[src/rtd_format_pkg.sv]
package rtd_format_pkg;

    localparam int POINTS     = 8;
    localparam int WORD_W     = 16;
    localparam int ADDR_W     = 7;
    localparam int FIFO_DEPTH = 8;

    // memory map word addresses
    localparam logic [6:0] DATA_BASE_ADDR   = 7'h01;
    localparam logic [6:0] FORMAT_SEL_ADDR  = 7'h18;
    localparam logic [6:0] SCALE_SEL_ADDR   = 7'h1d;
    localparam logic [6:0] STATUS_FLAG_ADDR = 7'h1e;
    localparam logic [6:0] ERROR_FLAG_ADDR  = 7'h1f;
    localparam logic [6:0] PARAM_BASE_ADDR  = 7'h36;

    // reset values
    localparam logic [15:0] FORMAT_SEL_RESET = 16'h0000;
    localparam logic [15:0] SCALE_SEL_RESET  = 16'h0000;
    localparam logic [15:0] PARAM_RESET      = 16'h0001;
    localparam logic [15:0] DATA_RESET       = 16'h0000;

    // error flag bit positions
    localparam int ERR_RO_WRITE  = 0;
    localparam int ERR_NOT_BCD   = 1;
    localparam int ERR_UNMAPPED  = 2;

    // data word limits
    localparam logic signed [19:0] BIN_MAX    = 20'sd32767;
    localparam logic signed [19:0] BIN_MIN    = -20'sd32767;
    localparam logic [13:0]        BCD_MAX    = 14'd7999;
    localparam int                 BCD_SIGN   = 15;

    // sensor types and linearising gains: 16 * 10 / alpha
    localparam logic [1:0]  SENSOR_PT = 2'd0;
    localparam logic [1:0]  SENSOR_NI = 2'd1;
    localparam logic [1:0]  SENSOR_CU = 2'd2;
    localparam logic [16:0] GAIN_PT   = 17'd41558;
    localparam logic [16:0] GAIN_NI   = 17'd23810;
    localparam logic [16:0] GAIN_CU   = 17'd37471;
    localparam int          GAIN_SHIFT = 19;

    // fahrenheit: t*9/5 + 320 tenths, divide by 5 as *52429 >> 18
    localparam logic signed [19:0] F_OFFSET  = 20'sd320;
    localparam logic [16:0]        DIV5_MUL  = 17'd52429;
    localparam int                 DIV5_SHIFT = 18;
    localparam int                 DIV10_SHIFT = 19;

    typedef struct packed {
        logic [2:0]  point;
        logic [1:0]  sensor;
        logic [15:0] delta;
    } conv_sample_type;

    typedef struct packed {
        logic        rd;
        logic        wr;
        logic [6:0]  addr;
        logic [15:0] wdata;
    } mm_req_type;

endpackage : rtd_format_pkg

[src/rtd_data_format_map.sv]
// How it works
// - a point in binary format reports a signed count in tenths of a degree.
// - a point in bcd format reports whole degrees with one degree resolution.
// - bcd words carry the sign in bit 15 and a bcd magnitude clamped to 7999.
// - binary words are two's complement clamped to -32767 through +32767.
// - the format is chosen per point in the format select word and resets to bcd.
// - per-point words map points 1 to 8 on bits 0 to 7; only the status word maps them again on bits 8 to 15.
// - status flags on bits 8 to 15 are driven only by the block, bits 0 to 7 mirror the format select word, 1 meaning active.
// - every map word is 16 bits holding one value, a set of point bits or the three error flags.
// - bits 0 to 7 of word 29 pick celsius or fahrenheit for each point.
// - 2-word mode uses the intelligent read/write port, 4-word mode the i/o word port.
// - the map has read-only data and status words and writable parameter words.
// - readings are linearised with alpha 0.00385 platinum, 0.00672 nickel, 0.00427 copper.
// - parameter words are taken in unsigned bcd regardless of the point format.
// - the mode jumper selects 2-word mode in its upper and 4-word mode in its lower position.
`timescale 1ns/1ps
`default_nettype none
module rtd_data_format_map #(
    parameter int POINT_COUNT = rtd_format_pkg::POINTS,
    parameter int FIFO_WORDS  = rtd_format_pkg::FIFO_DEPTH
) (
    input  wire logic                            clk_sys,
    input  wire logic                            resetn,
    input  wire rtd_format_pkg::conv_sample_type conv_sample,
    input  wire logic                            conv_valid,
    output var  logic                            conv_ready,
    input  wire logic                            mode_jumper_upper,
    input  wire rtd_format_pkg::mm_req_type      iio_req,
    output var  logic [15:0]                     iio_rdata,
    output var  logic                            iio_rvalid,
    input  wire rtd_format_pkg::mm_req_type      ioword_req,
    output var  logic [15:0]                     ioword_rdata,
    output var  logic                            ioword_rvalid,
    output var  logic                            two_word_mode
);
    import rtd_format_pkg::*;

    typedef enum {ST_IDLE, ST_LIN, ST_SCALE, ST_FORMAT} step_type;

    function automatic logic [15:0] to_bcd(input logic [13:0] bin);
        logic [15:0] bcd;
        int          i;
        bcd = '0;
        for (i = 13; i >= 0; i--)
        begin
            if (bcd[3:0] > 4'd4)
                bcd[3:0] = bcd[3:0] + 4'd3;
            if (bcd[7:4] > 4'd4)
                bcd[7:4] = bcd[7:4] + 4'd3;
            if (bcd[11:8] > 4'd4)
                bcd[11:8] = bcd[11:8] + 4'd3;
            if (bcd[15:12] > 4'd4)
                bcd[15:12] = bcd[15:12] + 4'd3;
            bcd = {bcd[14:0], bin[i]};
        end
        return bcd;
    endfunction : to_bcd

    function automatic logic is_bcd(input logic [15:0] w);
        return (w[3:0] < 4'd10) && (w[7:4] < 4'd10) && (w[11:8] < 4'd10) && (w[15:12] < 4'd10);
    endfunction : is_bcd

    function automatic logic in_range(input logic [6:0] a, input logic [6:0] base);
        return (a >= base) && (a < base + 7'(POINT_COUNT));
    endfunction : in_range

    // mode jumper crosses in from a pin: three flops, act once the last two agree
    logic jmp_s1_q;
    logic jmp_s2_q;
    logic jmp_s3_q;

    always_ff @(posedge clk_sys or negedge resetn)
    begin
        if (!resetn)
        begin
            jmp_s1_q      <= 1'b1;
            jmp_s2_q      <= 1'b1;
            jmp_s3_q      <= 1'b1;
            two_word_mode <= 1'b1;
        end
        else
        begin
            jmp_s1_q <= mode_jumper_upper;
            jmp_s2_q <= jmp_s1_q;
            jmp_s3_q <= jmp_s2_q;
            if (jmp_s2_q == jmp_s3_q)
                two_word_mode <= jmp_s3_q;
        end
    end

    // only the port that matches the mode is served
    mm_req_type req;
    assign req = two_word_mode ? iio_req : ioword_req;

    // sample buffer between converter and formatter
    conv_sample_type fifo_out;
    logic            fifo_valid;
    logic            fifo_pop;

    sample_fifo #(
        .WIDTH ($bits(conv_sample_type)),
        .DEPTH (FIFO_WORDS)
    ) u_fifo (
        .clk_sys   (clk_sys),
        .resetn    (resetn),
        .in_data   (conv_sample),
        .in_valid  (conv_valid),
        .in_ready  (conv_ready),
        .out_data  (fifo_out),
        .out_valid (fifo_valid),
        .out_ready (fifo_pop)
    );

    // map storage
    logic [15:0] data_q [POINT_COUNT];
    logic [15:0] param_q [POINT_COUNT];
    logic [7:0]  format_q;
    logic [7:0]  scale_q;
    logic [7:0]  fresh_q;
    logic [2:0]  err_q;

    // formatter pipeline registers
    step_type            step_q;
    logic [2:0]          pt_q;
    logic                fmt_bin_q;
    logic                fmt_f_q;
    logic signed [33:0]  prod_q;
    logic signed [19:0]  temp_q;

    // access decode
    logic       data_hit;
    logic       param_hit;
    logic       fmt_hit;
    logic       scale_hit;
    logic       stat_hit;
    logic       err_hit;
    logic       ro_hit;
    logic       mapped;
    logic [2:0] data_idx;
    logic [2:0] param_idx;

    assign data_hit  = in_range(req.addr, DATA_BASE_ADDR);
    assign param_hit = in_range(req.addr, PARAM_BASE_ADDR);
    assign fmt_hit   = (req.addr == FORMAT_SEL_ADDR);
    assign scale_hit = (req.addr == SCALE_SEL_ADDR);
    assign stat_hit  = (req.addr == STATUS_FLAG_ADDR);
    assign err_hit   = (req.addr == ERROR_FLAG_ADDR);
    assign ro_hit    = data_hit || stat_hit || err_hit;
    assign mapped    = ro_hit || param_hit || fmt_hit || scale_hit;
    assign data_idx  = 3'(req.addr - DATA_BASE_ADDR);
    assign param_idx = 3'(req.addr - PARAM_BASE_ADDR);

    logic [15:0] status_word;
    logic [15:0] error_word;
    logic [15:0] rd_word;

    // flags: low byte = point in binary, high byte = point holds unread data
    assign status_word = {fresh_q, format_q};
    assign error_word  = {13'h0000, err_q};
    assign rd_word = data_hit  ? data_q[data_idx] :
                     param_hit ? param_q[param_idx] :
                     fmt_hit   ? {8'h00, format_q} :
                     scale_hit ? {8'h00, scale_q} :
                     stat_hit  ? status_word :
                     err_hit   ? error_word : 16'h0000;

    // reads and writes win the cycle; the formatter waits, letting the buffer fill
    logic busy;
    logic commit;
    assign busy     = req.rd || req.wr;
    assign fifo_pop = (step_q == ST_IDLE) && fifo_valid && !busy;
    assign commit   = (step_q == ST_FORMAT) && !busy;

    // linearise: gain is 16*10/alpha so delta (q15 of R/R0 - 1) becomes tenths
    logic [16:0]         gain;
    logic signed [19:0]  tenths_c;
    logic signed [19:0]  temp_f;
    logic signed [19:0]  temp_sel;
    logic signed [38:0]  f_prod;

    assign gain = (fifo_out.sensor == SENSOR_NI) ? GAIN_NI :
                  (fifo_out.sensor == SENSOR_CU) ? GAIN_CU : GAIN_PT;
    assign tenths_c = 20'(prod_q >>> GAIN_SHIFT);
    assign f_prod   = $signed(tenths_c * 20'sd9) * $signed({1'b0, DIV5_MUL});
    assign temp_f   = 20'(f_prod >>> DIV5_SHIFT) + F_OFFSET;
    assign temp_sel = fmt_f_q ? temp_f : tenths_c;

    // binary word: tenths, clamped symmetric
    logic [15:0] bin_word;
    assign bin_word = (temp_q > BIN_MAX) ? 16'(BIN_MAX) :
                      (temp_q < BIN_MIN) ? 16'(BIN_MIN) : temp_q[15:0];

    // bcd word: rounded whole degrees, sign in bit 15
    logic        neg;
    logic [19:0] mag;
    logic [36:0] deg_prod;
    logic [17:0] deg_raw;
    logic [13:0] deg;
    logic [15:0] deg_bcd;
    logic [15:0] bcd_word;

    assign neg      = temp_q[19];
    assign mag      = neg ? 20'(-temp_q) : 20'(temp_q);
    assign deg_prod = (mag + 20'd5) * DIV5_MUL;
    assign deg_raw  = 18'(deg_prod >> DIV10_SHIFT);
    assign deg      = (deg_raw > 18'(BCD_MAX)) ? BCD_MAX : deg_raw[13:0];
    assign deg_bcd  = to_bcd(deg);
    // no minus zero: a value that rounds to 0 reports a clear sign bit
    assign bcd_word = {neg && (deg != '0), deg_bcd[14:0]};

    logic [15:0] out_word;
    assign out_word = fmt_bin_q ? bin_word : bcd_word;

    always_ff @(posedge clk_sys or negedge resetn)
    begin
        if (!resetn)
        begin
            step_q    <= ST_IDLE;
            pt_q      <= '0;
            fmt_bin_q <= 1'b0;
            fmt_f_q   <= 1'b0;
            prod_q    <= '0;
            temp_q    <= '0;
        end
        else
        begin
            case (step_q)
                ST_IDLE:
                begin
                    if (fifo_pop)
                    begin
                        pt_q   <= fifo_out.point;
                        prod_q <= $signed(fifo_out.delta) * $signed({1'b0, gain});
                        step_q <= ST_LIN;
                    end
                end
                ST_LIN:
                begin
                    // format and scale latched per sample so one word uses one setting
                    fmt_bin_q <= format_q[pt_q];
                    fmt_f_q   <= scale_q[pt_q];
                    step_q    <= ST_SCALE;
                end
                ST_SCALE:
                begin
                    temp_q <= temp_sel;
                    step_q <= ST_FORMAT;
                end
                ST_FORMAT:
                begin
                    if (commit)
                        step_q <= ST_IDLE;
                end
                default:
                    step_q <= ST_IDLE;
            endcase
        end
    end

    // map writes and read answers
    // a read in the same cycle as a write returns the word as it stood before
    logic wr_ok;
    logic wr_bad_bcd;
    logic fmt_wr;
    logic scale_wr;
    logic param_wr;
    logic data_rd;
    logic err_rd;
    logic ro_wr;
    logic stray_acc;
    assign wr_ok      = req.wr && !ro_hit && mapped;
    assign wr_bad_bcd = req.wr && param_hit && !is_bcd(req.wdata);
    // strobes of the selected port, named so the register process stays short
    assign fmt_wr     = wr_ok && fmt_hit;
    assign scale_wr   = wr_ok && scale_hit;
    assign param_wr   = wr_ok && param_hit && !wr_bad_bcd;
    assign data_rd    = req.rd && data_hit;
    assign err_rd     = req.rd && err_hit;
    assign ro_wr      = req.wr && ro_hit;
    assign stray_acc  = busy && !mapped;

    always_ff @(posedge clk_sys or negedge resetn)
    begin
        if (!resetn)
        begin
            format_q <= FORMAT_SEL_RESET[7:0];
            scale_q  <= SCALE_SEL_RESET[7:0];
            fresh_q  <= '0;
            err_q    <= '0;
            for (int i = 0; i < POINT_COUNT; i++)
            begin
                data_q[i]  <= DATA_RESET;
                param_q[i] <= PARAM_RESET;
            end
        end
        else
        begin
            // whole word replaced in one edge, and never while a read is served
            if (commit)
                data_q[pt_q] <= out_word;
            // user bits: 1 selects binary / fahrenheit; the controller keeps a point's values consistent
            if (fmt_wr)
                format_q <= req.wdata[7:0];
            if (scale_wr)
                scale_q <= req.wdata[7:0];
            if (param_wr)
                param_q[param_idx] <= req.wdata;
            // fresh flag: set on new data wins over clear on read
            for (int i = 0; i < POINT_COUNT; i++)
            begin
                if (commit && pt_q == 3'(i))
                    fresh_q[i] <= 1'b1;
                else if (data_rd && data_idx == 3'(i))
                    fresh_q[i] <= 1'b0;
            end
            // error flags clear on reading them; a new error in that cycle still sticks
            err_q[ERR_RO_WRITE] <= ro_wr || (err_q[ERR_RO_WRITE] && !err_rd);
            err_q[ERR_NOT_BCD]  <= wr_bad_bcd || (err_q[ERR_NOT_BCD] && !err_rd);
            err_q[ERR_UNMAPPED] <= stray_acc || (err_q[ERR_UNMAPPED] && !err_rd);
        end
    end

    always_ff @(posedge clk_sys or negedge resetn)
    begin
        if (!resetn)
        begin
            iio_rdata     <= '0;
            iio_rvalid    <= 1'b0;
            ioword_rdata  <= '0;
            ioword_rvalid <= 1'b0;
        end
        else
        begin
            iio_rvalid    <= two_word_mode && iio_req.rd;
            ioword_rvalid <= !two_word_mode && ioword_req.rd;
            if (two_word_mode && iio_req.rd)
                iio_rdata <= rd_word;
            if (!two_word_mode && ioword_req.rd)
                ioword_rdata <= rd_word;
        end
    end
endmodule : rtd_data_format_map
`default_nettype wire

[src/sample_fifo.sv]
`timescale 1ns/1ps
`default_nettype none
module sample_fifo #(
    parameter int WIDTH = 21,
    parameter int DEPTH = 8
) (
    input  wire logic             clk_sys,
    input  wire logic             resetn,
    input  wire logic [WIDTH-1:0] in_data,
    input  wire logic             in_valid,
    output var  logic             in_ready,
    output var  logic [WIDTH-1:0] out_data,
    output var  logic             out_valid,
    input  wire logic             out_ready
);
    localparam int PW = $clog2(DEPTH);

    logic [WIDTH-1:0] mem_q [DEPTH];
    logic [PW-1:0]    wr_q;
    logic [PW-1:0]    rd_q;
    logic [PW:0]      count_q;
    logic             push;
    logic             pop;
    logic [PW:0]      count_d;

    assign push      = in_valid && in_ready;
    assign pop       = out_valid && out_ready;
    assign out_data  = mem_q[rd_q];
    assign out_valid = (count_q != '0);
    assign count_d   = count_q + (PW+1)'(push) - (PW+1)'(pop);

    // ready is a flop so back-pressure reaches the source cleanly
    always_ff @(posedge clk_sys or negedge resetn)
    begin
        if (!resetn)
        begin
            wr_q     <= '0;
            rd_q     <= '0;
            count_q  <= '0;
            in_ready <= 1'b1;
        end
        else
        begin
            if (push)
                wr_q <= (wr_q == PW'(DEPTH-1)) ? '0 : wr_q + 1'b1;
            if (pop)
                rd_q <= (rd_q == PW'(DEPTH-1)) ? '0 : rd_q + 1'b1;
            count_q  <= count_d;
            in_ready <= (count_d != (PW+1)'(DEPTH));
        end
    end

    always_ff @(posedge clk_sys)
    begin
        if (push)
            mem_q[wr_q] <= in_data;
    end
endmodule : sample_fifo
`default_nettype wire

[config.mk]
export PLATFORM = sky130hd
export DESIGN_NAME = rtd_data_format_map
export DESIGN_NICKNAME = d
export VERILOG_FILES = /design/src/rtd_format_pkg.sv /design/src/rtd_data_format_map.sv /design/src/sample_fifo.sv
export SDC_FILE = /design/constraint.sdc
export NUM_CORES = 2
export LEC_CHECK = 0
export ABC_CLOCK_PERIOD_IN_PS = 16100
export BUFFER_PORTS_ARGS = -buffer_cell sky130_fd_sc_hd__buf_2
export CAP_MARGIN = 5
export CORE_MARGIN = 5
export CORE_UTILIZATION = 59
export CTS_BUF_LIST = sky130_fd_sc_hd__clkbuf_8
export DETAILED_ROUTE_END_ITERATION = 10
export PLACE_DENSITY = 0.9
export RECOVER_POWER = 50
export SLEW_MARGIN = 10
export SYNTH_ARGS = -nofsm -noshare
export SYNTH_HDL_FRONTEND = slang
export SYNTH_SLANG_ARGS = --single-unit
export TNS_END_PERCENT = 1
[constraint.sdc]
create_clock -name clk_sys -period 16.1 [get_ports clk_sys]
set_clock_uncertainty 0.1 [all_clocks]
set_input_delay 0.805 -clock clk_sys [delete_from_list [all_inputs] [get_ports clk_sys]]
set_output_delay 0.805 -clock clk_sys [all_outputs]
set_load 0.01 [all_outputs]
======== Word level (Yosys, flattened, before mapping) ========
Memory sizes are Yosys's and may differ from the RTL's.
Index checks and enable logic that the tools add are counted.
cells by class
  bitwise logic cells ..................... 3
  mux-type cells .......................... 80
  reductions and logical operators ........ 78
  multipliers ............................. 4
  equal/unequal tests ..................... 30
  order comparisons ....................... 43
  add/subtract/negate cells ............... 35
operators with widths
  cell                                                  count
  bitwise mux 128 bit                                   2
  2-to-1 mux 16 bit                                     15
  one-hot mux 32 bit (4 select lines)                   1
  binary-select mux 16 bit (select 3 bit)               2
  demux 16 bit (select 3 bit)                           2
  2-to-1 mux 4 bit                                      24
  > comparator 4 x 3 -> 1 bit, second input constant    22
  adder 4 x 2 -> 4 bit, second input constant           21
  equality test 32 x 2 -> 1 bit, second input constant  2
  logical NOT 32 bit                                    2
  2-to-1 mux 32 bit                                     2
  logical AND 1 bit                                     46
  2-to-1 mux 20 bit                                     2
  multiplier 21 x 16 -> 37 bit, second input constant   1
  multiplier 19 x 17 -> 36 bit, second input constant   1
  multiplier 16 x 17 -> 33 bit                          1
  equality test 32 x 1 -> 1 bit, second input constant  1
  equality test 32 x 3 -> 1 bit, second input constant  1
  equality test 3 bit, second input constant            10
  equality test 7 x 5 -> 1 bit, second input constant   4
  2-to-1 mux 14 bit                                     2
  2-to-1 mux 25 bit                                     1
  adder 20 x 3 -> 21 bit, second input constant         1
  > comparator 20 x 16 -> 1 bit, second input constant  1
  42 further kinds                                      106
word-level totals
  memories ................................ 1
  logic and storage cells ................. 319
  register bits after elaboration ......... 422
  RAM bits ................................ 168
  bits of input ports ..................... 75
  output and inout bits ................... 36
memory list
  name          depth  width  read ports  clocked after memory_dff  wr ports  RTL line           RTL
  u_fifo.mem_q  8      21     1           0                         1         sample_fifo.sv:18  logic [WIDTH-1:0] mem_q [DEPTH];

======== Longest topological paths before layout ========
  depth after elaboration ................. 30
  gate-level depth with buffers ........... 90
  depth with buffers taken out ............ 89

======== By module ========
A second synthesis with hierarchy kept.
second synthesis, totals
  cells, all modules ...................... 4625
  area total of the unflattened synthesis .. 47988.5 µm²
modules (own cells, without submodules)
  module               seq. area each (µm²)  cells each  area each (µm²)  instances
  rtd_data_format_map  9048.7                4320        40900.5          1
  sample_fifo          5321.4                305         7088.0           1

======== Least setup slack after synthesis ========
No wires, ideal clock.
  path type ............................... reg2reg
  start ................................... register temp_q[0]
  end ..................................... register data_q[74] (netlist bit)
  stages on the path, launching flop included .. 79
  path buffers ............................ 1
  period minus slack after synthesis ...... 17.739 ns
  path slack .............................. -1.639 ns
  required time ........................... 15.935 ns
  arrival time ............................ 17.574 ns
  setup time .............................. 0.065 ns
  cell sequence ........................... dfrtp_1 > inv_1 > ha_1 > inv_1 > o31ai_1 > o311ai_0 > nor2_1 > a21oi_1 > or2_2 > or4_1 > or2_2 > nor2_1 > nand2_1 > nor3_1 > xnor2_1 > ha_1 > inv_1 > fa_1 > [... 43 more ...] > inv_1 > a32oi_1 > mux2i_1 > a21boi_0 > mux2i_1 > o21ai_1 > a211oi_2 > nor2_2 > or3_1 > and4_4 > ha_1 > or3_1 > a21oi_1 > a221oi_1 > o211ai_1 > mux2_2 > o22ai_4 > mux2_2
on the way
  longest elaborated chain between the ends .. 30
  elaborated cells on any way between the ends .. 75
  those cells by class .................... add/sub: 23; mul: 1; order compare: 24; mux: 27
RTL lines
  item                                                                 RTL line                                                                         RTL
  start, declared                                                      rtd_data_format_map.sv:128                                                       logic signed [19:0] temp_q;
  start signal, assigned                                               rtd_data_format_map.sv:246                                                       temp_q <= temp_sel;
  negator 20 bit                                                       rtd_data_format_map.sv:203                                                       assign mag = neg ? 20'(-temp_q) : 20'(temp_q);
  2-to-1 mux 20 bit                                                    rtd_data_format_map.sv:203
  adder 20 x 3 -> 21 bit                                               rtd_data_format_map.sv:204                                                       assign deg_prod = (mag + 20'd5) * DIV5_MUL;
  multiplier 21 x 16 -> 37 bit                                         rtd_data_format_map.sv:204
  > comparator 18 x 13 -> 1 bit                                        rtd_data_format_map.sv:206                                                       assign deg = (deg_raw > 18'(BCD_MAX)) ? BCD_MAX : deg_raw[13:0];
  2-to-1 mux 14 bit                                                    rtd_data_format_map.sv:206
  adder 3 x 2 -> 4 bit or > comparator 3 bit (tied branches)           rtd_data_format_map.sv:47, rtd_data_format_map.sv:46
  2-to-1 mux 4 bit                                                     rtd_data_format_map.sv:46                                                        if (bcd[3:0] > 4'd4)
  [... 14 more ...]                                                    --
  adder 4 x 2 -> 4 bit, or another cell as far along                   rtd_data_format_map.sv:49                                                        bcd[7:4] = bcd[7:4] + 4'd3;
  2-to-1 mux 4 bit (on tied branches)                                  rtd_data_format_map.sv:48, rtd_data_format_map.sv:46, rtd_data_format_map.sv:50
  adder 4 x 2 -> 4 bit, or another cell as far along                   rtd_data_format_map.sv:49
  2-to-1 mux 4 bit (on tied branches)                                  rtd_data_format_map.sv:48, rtd_data_format_map.sv:50
  adder 4 x 2 -> 4 bit or > comparator 4 x 3 -> 1 bit (tied branches)  rtd_data_format_map.sv:51, rtd_data_format_map.sv:50
  2-to-1 mux 4 bit                                                     rtd_data_format_map.sv:50                                                        if (bcd[11:8] > 4'd4)
  2-to-1 mux 16 bit *                                                  rtd_data_format_map.sv:212                                                       assign out_word = fmt_bin_q ? bin_word : bcd_word;
  bitwise mux 128 bit *                                                rtd_data_format_map.sv:300                                                       data_q[pt_q] <= out_word;
  end signal, assigned by index                                        rtd_data_format_map.sv:300
  end, declared                                                        rtd_data_format_map.sv:115                                                       logic [15:0] data_q [POINT_COUNT];
Every way passes the cells marked *; elsewhere a longest branch is shown, timed or not.
A chain may end at the register's enable or synchronous reset.

======== Final worst setup path ========
  start ................................... register temp_q[1]
  end ..................................... register data_q[23] (netlist bit)
on the way
  longest elaborated chain between the ends .. 30
  elaborated cells on any way between the ends .. 66
  those cells by class .................... add/sub: 20; mul: 1; order compare: 21; mux: 24
RTL lines
  item                                                                 RTL line                                              RTL
  negator 20 bit                                                       rtd_data_format_map.sv:203
  2-to-1 mux 20 bit                                                    rtd_data_format_map.sv:203
  adder 20 x 3 -> 21 bit                                               rtd_data_format_map.sv:204
  multiplier 21 x 16 -> 37 bit                                         rtd_data_format_map.sv:204
  > comparator 18 x 13 -> 1 bit                                        rtd_data_format_map.sv:206
  2-to-1 mux 14 bit                                                    rtd_data_format_map.sv:206
  adder 3 x 2 -> 4 bit or > comparator 3 bit (tied branches)           rtd_data_format_map.sv:47, rtd_data_format_map.sv:46
  2-to-1 mux 4 bit                                                     rtd_data_format_map.sv:46
  [... 14 more ...]                                                    --
  adder 4 x 2 -> 4 bit, or another cell as far along                   rtd_data_format_map.sv:47                             bcd[3:0] = bcd[3:0] + 4'd3;
  2-to-1 mux 4 bit (on tied branches)                                  rtd_data_format_map.sv:46, rtd_data_format_map.sv:48
  adder 4 x 2 -> 4 bit, or another cell as far along                   rtd_data_format_map.sv:47
  2-to-1 mux 4 bit (on tied branches)                                  rtd_data_format_map.sv:46, rtd_data_format_map.sv:48
  adder 4 x 2 -> 4 bit or > comparator 4 x 3 -> 1 bit (tied branches)  rtd_data_format_map.sv:49, rtd_data_format_map.sv:48
  2-to-1 mux 4 bit                                                     rtd_data_format_map.sv:48                             if (bcd[7:4] > 4'd4)
  2-to-1 mux 16 bit *                                                  rtd_data_format_map.sv:212
  bitwise mux 128 bit *                                                rtd_data_format_map.sv:300
Marked as above.

==> impl_metrics.tcl <==
set metrics [dict create \
    area_growth_pct 14.5 \
    grt_pass1_wl_um 223000 \
    ys_seq_area_frac 0.297 \
    synth_area_leaders "dfrtp_1 19%, fa_1 16%, ha_1 13%, edfxtp_1 10%, inv_1 5.2%" \
    relSlewSlack -3.96 \
    h-tree-depth 3 \
    worstPathMaxFanout 8 \
    clk_pin_slew_ns 0.07 \
    tns_ns -35.03 \
    crit_buf_inv 14 \
    rsz0062_at_grt "true" \
    layout-drive-gt1-share 0.194 \
    setup_violations 104 \
    first_iter_violations 4528 \
    overflow 0 \
    wirelength_um 140000 \
    worst_pin_slew_ns 7.44 \
    synth_ff_type "dfrtp_1" \
    fillers 5415 \
    critical_path_class "flip-flop to flip-flop" \
    status "finished with violations" \
    ctsHoldBuffers 0 \
    synth_cell_types 117 \
    die_w_um 296 \
    drv_cap 7 \
    hold_class "primary input to flip-flop" \
    dieArea_um2 87900 \
    max_stage_delay_ns 0.65 \
    netlist_area_um2 48400 \
    globalplace.congestion 0.971 \
    finalHoldViolCount 0 \
    synth_top_area_frac 0.186 \
    min_period_over_period 1.03 \
    yosysWarnings 0 \
    io_pins 111 \
    ys_seq_elements 540 \
    drc 0 \
    vias 39700 \
    first_global_vias 42200 \
    fin_crit_ns 16.62 \
    ant_nets 0 \
    syn-instance-count 4760 \
    fin_nets 6145 \
    drv_slew 325 \
    grt_max_degree 139 \
    worstPathRequired_ns 16.60 \
    cp_common_cell "buf_4" \
    critPathCaptureType "flip-flop" \
    cp-start-kind "flip-flop" \
    rows 105 \
    synth_edf_count 168 \
    start_util 0.592 \
    setup_slack_ns -0.520 \
    wl_per_cell_um 22.1 \
    ff2ff_setup_slack_ns -0.52 \
    drtPass1Iterations 7 \
    clk_latency_ns 0.71 \
    cp_top_family "simple AND/OR/NAND/NOR gates" \
    violations "capacitance limit, slew limit, setup timing" \
    grtUsageTotal 0.317 \
    cts.sinks 540 \
    detailed_place_hpwl_um 101000 \
    pre_cts_ws_ns -0.400 \
    arrival_ns 17.12 \
    cts_tree "done" \
    yosys.area.top_type "dfrtp_1" \
    async_reset_ff_frac 0.689 \
    dieHeight_um 296 \
    timing.fmax_mhz 60.2 \
    numPortBuffers 110 \
    numCtsBuffers 79 \
    cp_slowest_cell "o22ai_1" \
    fp.coreArea_um2 81700 \
    avgSynthCellArea_um2 10.2 \
    root_buffer "clkbuf_8" \
    cts_max_path_buffers 3 \
    antenna_found_initial 1 \
    viasPerCell 6.28 \
]
worst reg2reg max path: cells and delay by family (launching register included):
| kind | cells | cell delay [ns] |
|---|---|---|
| xor gates and xnor gates | 3 | 0.40 |
| muxes | 4 | 1.09 |
| buffers and inverters | 14 | 1.73 |
| adders and majority gates | 12 | 4.01 |
| DFF | 1 | 0.40 |
| and+or+nand+nor | 23 | 5.10 |
| AOI/OAI and AO/OA | 17 | 3.74 |
cells in the final DEF, fill, tap and decap left out, drive strengths merged, types with 32 or more instances in the layout:
| cell | count |
|---|---|
| nand2 | 454 |
| o21ai | 314 |
| edfxtp | 168 |
| fa | 379 |
| inv | 704 |
| mux2 | 92 |
| ha | 499 |
| a21oi | 222 |
| a21o | 62 |
| xnor2 | 104 |
| nand3 | 54 |
| clkbuf | 122 |
| nor3 | 52 |
| buf | 470 |
| mux2i | 145 |
| mux4 | 94 |
| nor2 | 290 |
| dfrtp | 359 |
| xor2 | 63 |
| conb | 32 |
kinds of logic after synthesis:
| family | after synthesis | share of synthesized area |
|---|---|---|
| muxes | 331 | 0.0957 |
| other | 2 | 0.000155 |
| buffers and inverters | 859 | 0.0670 |
| and+or+nand+nor | 1048 | 0.0973 |
| AOI/OAI and AO/OA | 933 | 0.126 |
| DFF | 540 | 0.297 |
| adders and majority gates | 880 | 0.286 |
| xor gates and xnor gates | 167 | 0.0305 |
timing repair:
action / in CTS / in global routing
gates cloned: 0 / 0
setup endpoints to repair: 104 / 112
setup buffers: 4 / 21
resized for setup: 30 / 89
pin swaps: 12 / 61
layout make-up:
cell class | instances | area (um^2) | area share
Multi-Input combinational cell | 3391 | 32100 | 0.579
Timing Repair Buffer | 500 | 3470 | 0.0627
Inverter | 680 | 2560 | 0.0462
Antenna cell | 3 | 7.51 | 0.000135
Sequential cell | 540 | 14400 | 0.259
Clock buffer | 92 | 1270 | 0.0228
Tap cell | 1070 | 1340 | 0.0242
Clock inverter | 51 | 330 | 0.00596
per-stage QoR:
step | instance area, um^2 | util | hold slack, ns | instances
floorplan | 49100 | - | 0.245 | 4790
detailed placement | 53100 | 0.650 | 0.260 | 6156
global placement | 53100 | 0.650 | 0.246 | 6156
CTS | 54900 | 0.672 | 0.108 | 6303
finish | 55400 | 0.678 | 0.111 | 6327
global route | 55400 | 0.678 | 0.116 | 6324
metal layers:
layer / vias up / track usage / routed length (um)
met5: - / 0 / 0
met4: 0 / 0.169 / 9000
met3: 699 / 0.0570 / 11800
met2: 2421 / 0.546 / 68900
met1: 19400 / 0.382 / 50300
li1: 17200 / - / -
cells in the mapped netlist, types with 91 or more instances:
cell and number:
xnor2_1 103, mux2_2 91, clkbuf_1 151, ha_1 499
dfrtp_1 359, nor2_1 287, mux4_2 94, nand2_1 454
inv_1 675, edfxtp_1 168, o21ai_0 290, a21oi_1 214
fa_1 379, mux2i_1 143
worst paths after layout:
path                             endpoint               from  cells past startpoint
max                            data_q[23]          temp_q[1]                     73
min                              jmp_s1_q  mode_jumper_upper                      1
max reg2reg                    data_q[23]          temp_q[1]                     73
min reg2reg                      jmp_s3_q           jmp_s2_q                      0
max in group asynchronous  u_fifo.rd_q[1]             resetn                      3
min in group asynchronous    iio_rdata[3]             resetn                      1
sequential cells by signal, indices dropped and copies added (netlist names), 2 cells and up:
name	cells
u_fifo.rd_q	3
param_q	128
format_q	8
data_q	128
u_fifo.mem_q	168
err_q	3
temp_q	19
prod_q	14
u_fifo.wr_q	3
fresh_q	8
scale_q	8
step_q	2
u_fifo.count_q	4
ioword_rdata	16
pt_q	3
iio_rdata	16
Power is not shown: default switching activity piles up to over one toggle a cycle in this logic, so the estimate is an artifact.
